## config.mk

```make
export PLATFORM = sky130hd
export DESIGN_NAME = plc_line_coding
export DESIGN_NICKNAME = d
export VERILOG_FILES = /design/src/rtl/plc_pkg.sv /design/src/rtl/plc_line_coding.sv /design/src/rtl/plc_pair_buf.sv
export SDC_FILE = /design/constraint.sdc
export NUM_CORES = 1
export LEC_CHECK = 0
export BUFFER_PORTS_ARGS = -buffer_cell sky130_fd_sc_hd__buf_2
export CAP_MARGIN = 10
export CORE_UTILIZATION = 51
export DETAILED_ROUTE_END_ITERATION = 8
export PLACE_DENSITY = 0.69
export SLEW_MARGIN = 15
export SYNTH_ARGS = -nofsm -noshare
export SYNTH_HDL_FRONTEND = slang
export SYNTH_SLANG_ARGS = --single-unit
```

## constraint.sdc

```tcl
create_clock -name clk_in -period 1.8 [get_ports clk_in]
set_input_delay 0.09 -clock clk_in [delete_from_list [all_inputs] [get_ports clk_in]]
set_output_delay 0.09 -clock clk_in [all_outputs]
set_load 0.005 [all_outputs]
```

## src/rtl/plc_pkg.sv

```systemverilog
/*
  Shared constants and carrier types of the line-coding block.
  Assumes a single 50 MHz clock; all line rates are enables derived from it.
*/
package plc_pkg;

  // Clock and line timing.
  localparam int CLK_MHZ = 50;
  localparam int BIT100_NS = 10;
  localparam int HALF10_NS = 50;
  localparam int BIT100_RAW = BIT100_NS * CLK_MHZ / 1000;
  localparam int HALF10_RAW = HALF10_NS * CLK_MHZ / 1000;
  localparam int BIT100_CYC = (BIT100_RAW < 1) ? 1 : BIT100_RAW;
  localparam int HALF10_CYC = (HALF10_RAW < 1) ? 1 : HALF10_RAW;
  localparam logic [3:0] BIT100_LAST = 4'(BIT100_CYC - 1);
  localparam logic [3:0] HALF10_LAST = 4'(HALF10_CYC - 1);

  // Scrambler and descrambler.
  localparam int SCR_W = 11;
  localparam int SCR_TAP_A = 10;
  localparam int SCR_TAP_B = 8;
  localparam logic [4:0] SYNC_LEN = 5'h1e;

  // Polarity correction.
  localparam logic [1:0] POL_THRESH = 2'h2;

  // Line levels as {pos, neg}.
  localparam logic [1:0] LVL_ZERO = 2'h0;
  localparam logic [1:0] LVL_PLUS = 2'h2;
  localparam logic [1:0] LVL_MINUS = 2'h1;

  // Nibble and serial widths.
  localparam logic [2:0] NIB_BITS = 3'h4;
  localparam logic [2:0] SER_BITS = 3'h1;

  // Received-data buffer.
  localparam int RXW = 4;

  typedef enum logic [0:0] {
    PLC_DS_HUNT = 1'b0,
    PLC_DS_LOCK = 1'b1
  } plc_ds_state_t;

  typedef struct packed {
    logic speed100;
    logic symbol_if;
    logic nibble10;
    logic autoneg;
    logic [4:0] phy_addr;
  } plc_cfg_t;

  typedef struct packed {
    logic valid;
    logic [3:0] data;
  } plc_tx_t;

endpackage : plc_pkg

```

## src/rtl/plc_line_coding.sv

```systemverilog
/*
  Digital line coding of a 10/100 twisted-pair PHY: scrambler, NRZI and
  MLT-3 for the fast mode, Manchester for the slow mode, receive polarity
  correction in the slow mode (and in the fast mode with autoneg set), and a two-entry buffer on the received data.
  Assumes line inputs are sliced levels synchronous to clk_in and that a
  {pos, neg} pair of 1,1 never occurs.
*/
`timescale 1ns/1ps
module plc_line_coding (
  // Clock and reset.
  input wire logic clk_in,
  input wire logic nrst_in,
  // Configuration.
  input wire plc_pkg::plc_cfg_t cfg_in,
  // Transmit data from the MAC side.
  input wire plc_pkg::plc_tx_t tx_in,
  output logic tx_ready_out,
  // Received data to the MAC side.
  output logic rx_valid_out,
  output logic [3:0] rx_data_out,
  input wire logic rx_ready_in,
  output logic rx_overrun_out,
  output logic rx_locked_out,
  output logic rx_pol_inv_out,
  // Twisted pair.
  output logic line_tx_pos_out,
  output logic line_tx_neg_out,
  input wire logic line_rx_pos_in,
  input wire logic line_rx_neg_in
);
  import plc_pkg::*;

  typedef struct packed {
    logic [3:0] div;
    logic [SCR_W-1:0] scr;
    logic nrzi;
    logic [1:0] mlt;
    logic [1:0] tx_lvl;
    logic [3:0] tx_sh;
    logic [2:0] tx_cnt;
    logic tx_half;
    logic [1:0] rx_prev;
    logic [SCR_W-1:0] dsc;
    logic [4:0] sync_cnt;
    plc_ds_state_t ds;
    logic rx_half;
    logic rx_first;
    logic [3:0] rx_sh;
    logic [2:0] rx_cnt;
    logic pol_inv;
    logic [1:0] pol_cnt;
    logic w_valid;
    logic [3:0] w_data;
    logic overrun;
    logic speed_q;
  } plc_st_t;

  plc_st_t st;
  plc_st_t next_st;
  logic tick;
  logic tx_take;
  logic buf_ready;
  logic [1:0] rx_lvl;
  logic [SCR_W-1:0] seed;

  assign tick = st.div == (cfg_in.speed100 ? BIT100_LAST : HALF10_LAST);
  assign tx_take = cfg_in.speed100 ? tick
                 : (tick && !st.tx_half && st.tx_cnt == 3'h0);
  assign tx_ready_out = tx_take;
  assign rx_lvl = st.pol_inv ? {line_rx_neg_in, line_rx_pos_in}
                : {line_rx_pos_in, line_rx_neg_in};
  assign seed = {cfg_in.phy_addr, ~cfg_in.phy_addr, 1'b1};

  always_comb begin
    logic b;
    logic key;
    logic r;
    logic nb;
    logic k_in;
    logic pk;
    logic start;
    b = 1'b0;
    key = 1'b0;
    r = 1'b0;
    nb = 1'b0;
    k_in = 1'b0;
    pk = 1'b0;
    start = 1'b0;
    next_st = st;
    next_st.w_valid = 1'b0;
    next_st.overrun = st.w_valid && !buf_ready;
    next_st.speed_q = cfg_in.speed100;
    next_st.div = tick ? 4'h0 : st.div + 4'h1;
    if (st.speed_q != cfg_in.speed100) begin
      next_st.div = 4'h0;
      next_st.tx_cnt = 3'h0;
      next_st.tx_half = 1'b0;
      next_st.rx_half = 1'b0;
      next_st.rx_cnt = 3'h0;
      next_st.tx_lvl = LVL_ZERO;
      next_st.ds = PLC_DS_HUNT;
      next_st.sync_cnt = 5'h0;
    end else if (tick && cfg_in.speed100) begin
      // Transmit: idle ones fill the gaps between words.
      b = tx_in.valid ? tx_in.data[0] : 1'b1;
      key = st.scr[SCR_TAP_A] ^ st.scr[SCR_TAP_B];
      next_st.scr = {st.scr[SCR_W-2:0], key};
      if (!cfg_in.symbol_if) begin
        b = b ^ key;
      end
      next_st.nrzi = st.nrzi ^ b;
      if (next_st.nrzi != st.nrzi) begin
        next_st.mlt = st.mlt + 2'h1;
      end
      case (next_st.mlt)
        2'h1: next_st.tx_lvl = LVL_PLUS;
        2'h3: next_st.tx_lvl = LVL_MINUS;
        default: next_st.tx_lvl = LVL_ZERO;
      endcase
      // Receive: any change of level is an NRZI one.
      r = (rx_lvl != st.rx_prev);
      next_st.rx_prev = rx_lvl;
      if (cfg_in.symbol_if) begin
        next_st.w_valid = 1'b1;
        next_st.w_data = {3'h0, r};
      end else begin
        pk = st.dsc[SCR_TAP_A] ^ st.dsc[SCR_TAP_B];
        case (st.ds)
          PLC_DS_HUNT: begin
            k_in = ~r;
            next_st.dsc = {st.dsc[SCR_W-2:0], k_in};
            next_st.sync_cnt = (pk == k_in) ? st.sync_cnt + 5'h1 : 5'h0;
            if (st.sync_cnt == SYNC_LEN) begin
              next_st.ds = PLC_DS_LOCK;
            end
          end
          PLC_DS_LOCK: begin
            next_st.dsc = {st.dsc[SCR_W-2:0], pk};
            next_st.w_valid = 1'b1;
            next_st.w_data = {3'h0, r ^ pk};
          end
          default: next_st.ds = PLC_DS_HUNT;
        endcase
      end
    end else if (tick) begin
      // Transmit, slow mode: one half bit per tick.
      if (!st.tx_half) begin
        if (st.tx_cnt == 3'h0) begin
          if (tx_in.valid) begin
            next_st.tx_sh = tx_in.data;
            next_st.tx_cnt = cfg_in.nibble10 ? NIB_BITS : SER_BITS;
            nb = tx_in.data[0];
            next_st.tx_half = 1'b1;
            next_st.tx_lvl = nb ? LVL_PLUS : LVL_MINUS;
          end else begin
            next_st.tx_lvl = LVL_ZERO;
          end
        end else begin
          next_st.tx_half = 1'b1;
          next_st.tx_lvl = st.tx_sh[0] ? LVL_PLUS : LVL_MINUS;
        end
      end else begin
        next_st.tx_half = 1'b0;
        next_st.tx_lvl = st.tx_sh[0] ? LVL_MINUS : LVL_PLUS;
        next_st.tx_sh = {1'b0, st.tx_sh[3:1]};
        next_st.tx_cnt = st.tx_cnt - 3'h1;
      end
      // Receive, slow mode: pair the halves of each bit.
      if (rx_lvl == LVL_ZERO) begin
        next_st.rx_half = 1'b0;
        next_st.rx_cnt = 3'h0;
      end else if (!st.rx_half) begin
        next_st.rx_first = (rx_lvl == LVL_PLUS);
        next_st.rx_half = 1'b1;
      end else if (st.rx_first == (rx_lvl == LVL_PLUS)) begin
        // Two equal halves mean the phase is off: slip by one half.
        next_st.rx_first = (rx_lvl == LVL_PLUS);
      end else begin
        next_st.rx_half = 1'b0;
        nb = st.rx_first;
        if (cfg_in.nibble10) begin
          next_st.rx_sh = {nb, st.rx_sh[3:1]};
          next_st.rx_cnt = st.rx_cnt + 3'h1;
          if (st.rx_cnt == NIB_BITS - 3'h1) begin
            next_st.rx_cnt = 3'h0;
            next_st.w_valid = 1'b1;
            next_st.w_data = {nb, st.rx_sh[3:1]};
          end
        end else begin
          next_st.w_valid = 1'b1;
          next_st.w_data = {3'h0, nb};
        end
      end
    end
    // Polarity: a burst from silence must open positive.
    if (tick && (!cfg_in.speed100 || cfg_in.autoneg)) begin
      start = (st.rx_prev == LVL_ZERO) && (rx_lvl != LVL_ZERO);
      if (start && rx_lvl == LVL_MINUS) begin
        next_st.pol_cnt = st.pol_cnt + 2'h1;
        if (st.pol_cnt == POL_THRESH - 2'h1) begin
          next_st.pol_inv = ~st.pol_inv;
          next_st.pol_cnt = 2'h0;
        end
      end else if (start) begin
        next_st.pol_cnt = 2'h0;
      end
      if (!cfg_in.speed100) begin
        next_st.rx_prev = rx_lvl;
      end
    end
  end

  always_ff @(posedge clk_in) begin
    if (!nrst_in) begin
      st <= '0;
      st.scr <= seed;
      st.speed_q <= cfg_in.speed100;
    end else begin
      st <= next_st;
    end
  end

  plc_pair_buf #(
    .W(RXW)
  ) u_rx_buf (
    .clk_in(clk_in),
    .nrst_in(nrst_in),
    .in_valid_in(st.w_valid),
    .in_data_in(st.w_data),
    .in_ready_out(buf_ready),
    .out_valid_out(rx_valid_out),
    .out_data_out(rx_data_out),
    .out_ready_in(rx_ready_in)
  );

  assign line_tx_pos_out = st.tx_lvl[1];
  assign line_tx_neg_out = st.tx_lvl[0];
  assign rx_overrun_out = st.overrun;
  assign rx_locked_out = (st.ds == PLC_DS_LOCK);
  assign rx_pol_inv_out = st.pol_inv;

endmodule : plc_line_coding

```

## src/rtl/plc_pair_buf.sv

```systemverilog
/*
  Two-entry buffer with valid and ready on both sides.
  Assumes the filling side holds nothing back: a word offered while full is
  refused through in_ready_out.
*/
`timescale 1ns/1ps
module plc_pair_buf #(
  parameter int W = 4
) (
  // Clock and reset.
  input wire logic clk_in,
  input wire logic nrst_in,
  // Filling side.
  input wire logic in_valid_in,
  input wire logic [W-1:0] in_data_in,
  output logic in_ready_out,
  // Draining side.
  output logic out_valid_out,
  output logic [W-1:0] out_data_out,
  input wire logic out_ready_in
);

  typedef struct packed {
    logic [W-1:0] head;
    logic [W-1:0] tail;
    logic [1:0] cnt;
  } plc_buf_st_t;

  plc_buf_st_t st;
  plc_buf_st_t next_st;
  logic push;
  logic pop;

  assign in_ready_out = (st.cnt != 2'h2);
  assign out_valid_out = (st.cnt != 2'h0);
  assign out_data_out = st.head;
  assign push = in_valid_in && in_ready_out;
  assign pop = out_valid_out && out_ready_in;

  always_comb begin
    next_st = st;
    if (pop) begin
      next_st.head = st.tail;
    end
    if (push) begin
      if (st.cnt == 2'h0 || (st.cnt == 2'h1 && pop)) begin
        next_st.head = in_data_in;
      end else begin
        next_st.tail = in_data_in;
      end
    end
    next_st.cnt = st.cnt + 2'(push) - 2'(pop);
  end

  always_ff @(posedge clk_in) begin
    if (!nrst_in) begin
      st <= '0;
    end else begin
      st <= next_st;
    end
  end

endmodule : plc_pair_buf

```

==> metrics.md, run 1 <==
| Metric | Value |
|---|---|
| Final min period | 1.99 ns |
| Share of flip-flops with an asynchronous set or reset | 0% |
| Syn_area_per_cell | 8.90 um^2 |
| Antenna diode count | 0 |
| H-tree Lvls | 3 |
| Reg2reg start | st[17] |
| Tcrit/Tclk final | 111% |
| Area delta synth->final | 24.5% |
| Portion of netlist area occupied by mux cells | 5.35% |
| Core footprint | 6790 um^2 |
| CP startpoint kind | flop |
| Critical path origin | st[17] |
| Rows | 30 |
| Residual DRC | 0 |
| Synth warn | 0 |
| Fraction of layout cells with a size suffix above 1 | 25.0% |
| Power, Total | 3.84 mW |
| Post-Synth Simple-Gate Area | 22.5% |
| Sw Share | 25.1% |
| Setup violators final | 10 |
| Register cell area after layout | 1590 um^2 |
| P_leak | 1.83 nW |
| Nets | 490 |
| Die area | 7350 um^2 |
| IO Port Bufs | 29 |
| Die Ht | 85.8 um |
| Largest family of logic cells by synthesized area | simple AND/OR/NAND/NOR gates |
| Max clock buf depth | 2 |
| Final Hold Viols | 0 |
| Worst setup path class | flop to flop |
| Unrepaired setup endpoints after global routing | yes |
| Crit Reg-Reg Endpoint | st[4] |
| Via count | 3032 |
| Switch Pwr | 0.963 mW |
| Synth area leader | dfxtp_1 |
| DR pass1 iterations | 4 |
| Ports | 30 |
| Multi-input gate area in the final layout | 1970 um^2 |
| Worst R2R Path Depth | 7 |
| Worst-path clk slew | 0.08 ns |
| Total internal power | 2.88 mW |
| Total Routing Usage GR | 22.2% |
| Critical Path AT | 2.28 ns |
| EDFF count, synth | 10 |
| Worst Clk Skew | 0.0107 ns |
| Initial Utilization | 52.7% |
| Failing checks | negative setup slack |
| Worst-skew pair later-pin latency | 0.35 ns |
| Post-synthesis compound-gate area fraction | 16.3% |
| Worst setup margin | -0.193 ns |
| Post-synthesis cell count | 402 |
| Flop pwr share | 46.4% |
| Final Max Tran Viols | 0 |
| Synth Flop Type | dfxtp_1 |
| GRT Residual Overflow | 0 |
| 1st-iter DRT viols | 114 |
| Initial antenna violation count | 0 |
| CP Capture Type | flop |
| TritonCTS clock tree | done |
| Hold Path Class | input pin to flop |
| Root buf cell | clkbuf_8 |
| Slew HR | 62.8% |
| Filler Cell Count | 559 |
| Largest cells by area after synthesis | dfxtp_1 (36%), edfxtp_1 (8.4%), nand2_1 (5.5%) |
| DPL Wire Length | 5500 um |
| Clk sinks | 74 |
| Vias in the first global route | 2775 |
| Die width | 85.8 um |
| Cell Pwr Density | 863 nW/um^2 |
| Peak Freq | 502 MHz |
| First-pass GRT wire length | 12700 um |
| Synth Area in XOR/XNOR | 4.41% |
| Hold_ws | 0.0261 ns |
| Via density | 5.38 |
| Routed wire length | 7820 um |
| Gpl congestion | 0.796 |
| Worst Tran Pin Value | 0.556 ns |
| Total of max-cap violations | 0 |
| Crit-path max FO | 5 |
| Adder-cell share of the synthesized area | 2.80% |
| Max IR drop VDD | 0.000376 V |
| Status | finished, violations left |
| Distinct cells, synth | 48 |
| CTS buffer count | 9 |
| Pin count of the biggest net entering global routing | 26 |
| Share of total power in the clock network | 38.8% |
| Sequential share of the synthesized area | 44.2% |
| Reg2reg setup slack | -0.19 ns |
| Synthesized area | 3580 um^2 |
| WP data required | 2.08 ns |
| Worst setup path endpoint | st[4] |
| Post-synth top area share | 35.8% |
| ANT nets after route | 0 |
| Gate power share | 14.8% |
| WL/cell | 13.9 um |
| Synth Net Count | 429 |
| #FFs+latches synth | 74 |
==> synth_stat cells (all sizes together) (10+ instances only) <==
cell,n
nor2,30
edfxtp,10
nor2b,15
xnor2,12
mux2i,18
and2,11
nor3,12
a21oi,22
nand3,13
o21ai,19
dfxtp,64
clkbuf,17
nand2,52
inv,16
==> timing repair <==
| action | 4_1_cts | 5_1_grt |
|---|---|---|
| endpoints found under the setup margin | 10 | 33 |
| gates resized for setup | 6 | 24 |
| setup buffers | 1 | 6 |
| hold buffers | 2 | 0 |
| pin swaps | 7 | 11 |
| hold endpoints to repair | 2 | 0 |
==> flip-flops by register name, indices dropped and copies added (netlist names) <==
register and count:
st 59, u_rx_buf.st 6, u_rx_buf.out_data_out 4, line_tx_neg_out 1, line_tx_pos_out 1, rx_locked_out 1
rx_overrun_out 1, rx_pol_inv_out 1
==> how the worst min path moves through the flow <==
stage,to,from,slack (ns),cells past startpoint
2_1_floorplan,st[0],cfg_in[8],0.12,0
4_1_cts,st[57],cfg_in[0],0.01,2
3_5_place_dp,st[0],cfg_in[8],0.28,1
6_report,st[57],cfg_in[0],0.03,2
5_1_grt,st[57],cfg_in[0],0.03,2
3_3_place_gp,st[0],cfg_in[8],0.28,1
==> cell families after synthesis <==
kind of cell,after synthesis
buf+inv,38
flops,74
xor+xnor,18
simple gates,160
fa+ha+maj,8
compound gates,85
mux,19
==> placed cells by master, fill, tap and decap left out, types with 6 or more instances in the layout <==
cell type  instances
clkbuf_8           9
nor2_1            28
nand2_1           51
ha_1               8
dfxtp_1           58
xor2_1             6
a21boi_0           6
nor3_1             9
mux2i_1           17
xnor2_1           12
inv_1             16
nand3_1           10
buf_2             29
buf_4             39
and2_1            10
edfxtp_1          10
a21oi_1           20
o21ai_0           17
dfxtp_2            6
nor2b_1           13
==> per-layer routing <==
metal  vias to the layer above  part of all wire (%)  track usage, %
met1                      1425                    46            27.9
met5                         -                     0               0
met2                        61                    47            36.4
met3                        16                   4.1            3.66
li1                       1530                     -               -
met4                         0                   2.6            12.1
==> worst max-delay path, cell delays in order, from the launching register on <==
cell and delay (ns):
dfxtp_2 0.33, or3b_4 0.38, a32oi_4 0.27, nand4_1 0.17, a221oi_4 0.40, buf_6 0.17, nand3_2 0.07, a21oi_2 0.14
==> power by group through the flow <==
stage                     combinational [mW]  clock [mW]  sequential [mW]
after floorplan                        0.328           0             1.81
final                                  0.568        1.49             1.78
after global placement                 0.514           0             1.81
after CTS                              0.543        1.53             1.78
after detailed placement               0.529           0             1.82
after global routing                   0.623        1.60             1.79
==> per-stage QoR <==
step | std cells | TNS [ns] | utilization [%] | instance area (um^2) | setup WS, ns
6_report | 564 | -1.11 | 65.5 | 4450 | -0.193
5_1_grt | 564 | -2.15 | 65.5 | 4450 | -0.282
4_1_cts | 558 | -0.837 | 63.4 | 4300 | -0.137
3_5_place_dp | 539 | -1.01 | 59.0 | 4010 | -0.178
3_3_place_gp | 539 | -0.312 | 59.0 | 4010 | -0.108
2_1_floorplan | 402 | -0.0402 | - | 3590 | -0.0347
==> cell type report <==
| type | count | share of cell area [%] |
|---|---|---|
| clock buffers | 11 | 3.43 |
| clock inverters | 5 | 1.88 |
| inverters | 16 | 1.35 |
| multi-input cells | 290 | 44.2 |
| flip-flops and latches | 74 | 35.7 |
| well taps | 96 | 2.70 |
| repair buffers | 72 | 10.8 |
Power figures use the tool's default switching activity.
==> inputs of run 2 (changes only) <==
--- a/config.mk
+++ b/config.mk
@@ -7,10 +7,12 @@
 export LEC_CHECK = 0
 export BUFFER_PORTS_ARGS = -buffer_cell sky130_fd_sc_hd__buf_2
 export CAP_MARGIN = 10
+export CORE_MARGIN = 2
 export CORE_UTILIZATION = 51
 export DETAILED_ROUTE_END_ITERATION = 8
 export PLACE_DENSITY = 0.69
 export SLEW_MARGIN = 15
 export SYNTH_ARGS = -nofsm -noshare
 export SYNTH_HDL_FRONTEND = slang
+export SYNTH_HIERARCHICAL = 1
 export SYNTH_SLANG_ARGS = --single-unit
==> run 2 against run 1 <==
Against the previous run:
- the run now ends clean
- register-to-register slack better by 0.23 ns
- setup slack better by 0.23 ns
- sequential share of layout area is 1.5 points higher
- clock skew about the same
- sequential cell count unchanged
- first-iteration DRC count grew 30%
- clock power down 28%
- worst hold slack lost 0.016 ns
- cell area shrank 4.4%
- critical path depth down 1
- total power down 15%
==> metrics.md, run 2 <==
| Metric | Value |
|---|---|
| Multi-input gate area in the final layout | 1980 um^2 |
| EDFF count, synth | 10 |
| Worst Clk Skew | 0.0110 ns |
| Synth warn | 6 |
| Residual DRC | 0 |
| Sequential share of the synthesized area | 42.7% |
| Die area | 7950 um^2 |
| Max clock buf depth | 2 |
| First-pass GRT wire length | 12500 um |
| #FFs+latches synth | 74 |
| DR pass1 iterations | 4 |
| Top Family by Delay on Critical Path | simple AND/OR/NAND/NOR gates |
| Commonest non-fill, non-tap cell in the layout | dfxtp_1 |
| Rows | 31 |
| Worst-skew pair later-pin latency | 0.34 ns |
| Synth area leader | dfxtp_1 |
| Biggest register | st |
| Vias in the first global route | 2738 |
| Crit-path cells | or3b_4 > and3_4 > o21a_4 > a31o_4 > and2_4 > o22ai_2 |
| Critical-path top delay cell | or3b_4 |
| Nets | 485 |
| Status | finished, final reports clean |
| Cell Pwr Density | 772 nW/um^2 |
| Register cell area after layout | 1580 um^2 |
| Routed wire length | 7630 um |
| TNS Setup | 0 ns |
| Post-synthesis cell count | 418 |
| Largest cells by area after synthesis | dfxtp_1 (35%), edfxtp_1 (8.1%), nand2_1 (5.6%) |
| Via density | 5.37 |
| P_leak | 1.70 nW |
| Initial Utilization | 51.8% |
| Tcrit/Tclk final | 98.1% |
| Die Ht | 89.2 um |
| Worst setup path class | flop to flop |
| Worst-path clk slew | 0.07 ns |
| Peak Freq | 566 MHz |
| Antenna diode count | 0 |
| Pin count of the biggest net entering global routing | 34 |
| Share of flip-flops with an asynchronous set or reset | 0% |
| Total of max-cap violations | 0 |
| CTS buffer count | 9 |
| Worst Tran Pin Value | 0.466 ns |
| Area delta synth->final | 15.0% |
| Gpl congestion | 0.872 |
| H-tree Lvls | 3 |
| ANT nets after route | 0 |
| Synthesized area | 3700 um^2 |
| Filler Cell Count | 663 |
| Ports | 30 |
| CP Capture Type | flop |
| Die width | 89.2 um |
| GRT Residual Overflow | 0 |
| Synth Flop Type | dfxtp_1 |
| Final min period | 1.77 ns |
| Unrepaired setup endpoints after global routing | yes |
| Synth top cells by count | dfxtp_1 (64), nand2_1 (55), nor2_1 (30), o21ai_0 (25), nand3_1 (20) |
| Max reg flops | 59 |
| Most frequent cells in the layout | dfxtp_1 (62), nand2_1 (54), nor2_1 (30) |
| IO Port Bufs | 29 |
| Synth Net Count | 444 |
| Crit-path max FO | 7 |
| Reg2reg setup slack | 0.03 ns |
| DPL Wire Length | 5400 um |
| TritonCTS clock tree | done |
| Max IR drop VDD | 0.000479 V |
| Power, Total | 3.28 mW |
| Largest stage delay, worst path | 0.40 ns |
| Initial antenna violation count | 0 |
| Clk sinks | 74 |
| Fraction of layout cells with a size suffix above 1 | 20.0% |
| Final Max Tran Viols | 0 |
| 1st-iter DRT viols | 148 |
| Distinct cells, synth | 62 |
| Core footprint | 7140 um^2 |
| WL/cell | 13.5 um |
| Most numerous cell in the Yosys netlist | dfxtp_1 |
| Critical Path AT | 2.03 ns |
| Slew HR | 68.9% |
| Critical path buffers and inverters | 0 |
| Root buf cell | clkbuf_8 |
| WP data required | 2.06 ns |
| Final Hold Viols | 0 |
| Total Routing Usage GR | 20.4% |
| Syn_area_per_cell | 8.85 um^2 |
| Setup violators final | 0 |
| Hold Path Class | input pin to flop |
| Via count | 3026 |
| Post-synth top area share | 34.6% |
| CP startpoint kind | flop |
[run 2: cell count changes after synthesis, sizes merged, moves of 4 or more]
cell / before / now
o2bb2ai: 5 / 0
o21ai: 19 / 25
mux2i: 18 / 11
a211oi: 5 / 1
o31ai: 1 / 5
nor3: 12 / 7
o22ai: 0 / 4
a21oi: 22 / 16
buf: 5 / 9
a21boi: 6 / 17
nor2b: 15 / 10
nand3: 13 / 20
[run 2: routing by layer]
| metal | GRT usage (%) | vias up | routed length, um | part of all wire [%] |
|---|---|---|---|---|
| li1 | - | 1560 | - | - |
| met1 | 27.1 | 1403 | 3540 | 46 |
| met2 | 32.0 | 50 | 3680 | 48 |
| met3 | 4.62 | 13 | 243 | 3.2 |
| met4 | 8.82 | 0 | 158 | 2.1 |
| met5 | 0 | - | 0 | 0 |
[run 2: cell families (layout without fill, tap and decap cells)]
logic type	count (synthesis)	count (layout)	share of synthesized area, %
and+or+nand+nor	168	168	23.5
adders and majority gates	7	7	2.37
AOI/OAI and AO/OA	101	101	18.9
muxes	13	13	3.58
buffers and inverters	39	85	5.07
xor gates and xnor gates	16	16	3.79
DFF	74	74	42.7
[run 2: path summary, 6_finish.rpt]
check        cells after the start            from     end
max                              6  rx_pol_inv_out   st[5]
min                              3        tx_in[3]  st[45]
max reg2reg                      6  rx_pol_inv_out   st[5]
min reg2reg                      2           st[8]   st[8]
[run 2: cell type report]
cell class	instances	area share [%]
clock inverters	4	0.470
well taps	99	2.91
multi-input cells	305	46.5
repair buffers	56	8.62
clock buffers	12	3.18
flip-flops and latches	74	37.2
inverters	13	1.15
[run 2: repair_timing]
action	CTS	global route
resized for setup	3	9
endpoints found under the hold margin	1	0
endpoints found under the setup margin	2	10
pin swaps	0	12
hold buffers	1	0
setup buffers	0	3
[run 2: through the flow]
step | cell area, um^2 | hold slack, ns | util [%] | setup slack, ns | instances
finish | 4260 | 0.0104 | 59.6 | 0.0337 | 563
CTS | 4200 | 0.000650 | 58.8 | 0.0268 | 560
global route | 4260 | 0.0409 | 59.6 | -0.0859 | 563
detailed placement | 4020 | 0.257 | 56.3 | 0.00175 | 543
floorplan | 3700 | 0.118 | - | 0.00237 | 418
global placement | 4020 | 0.255 | 56.3 | 0.106 | 543
[run 2: worst register-to-register path, cell delays in order (launching register included)]
cell,delay (ns)
dfxtp_2,0.33
or3b_4,0.40
and3_4,0.19
o21a_4,0.22
a31o_4,0.23
and2_4,0.17
o22ai_2,0.15
[run 2: report_power, final]
part	switching, mW	total [mW]	internal [mW]	leakage (nW)
clock network	0.577	1.07	0.493	0.0839
logic	0.233	0.434	0.202	0.992
registers	0.0483	1.78	1.73	0.622
total	0.858	3.28	2.43	1.70
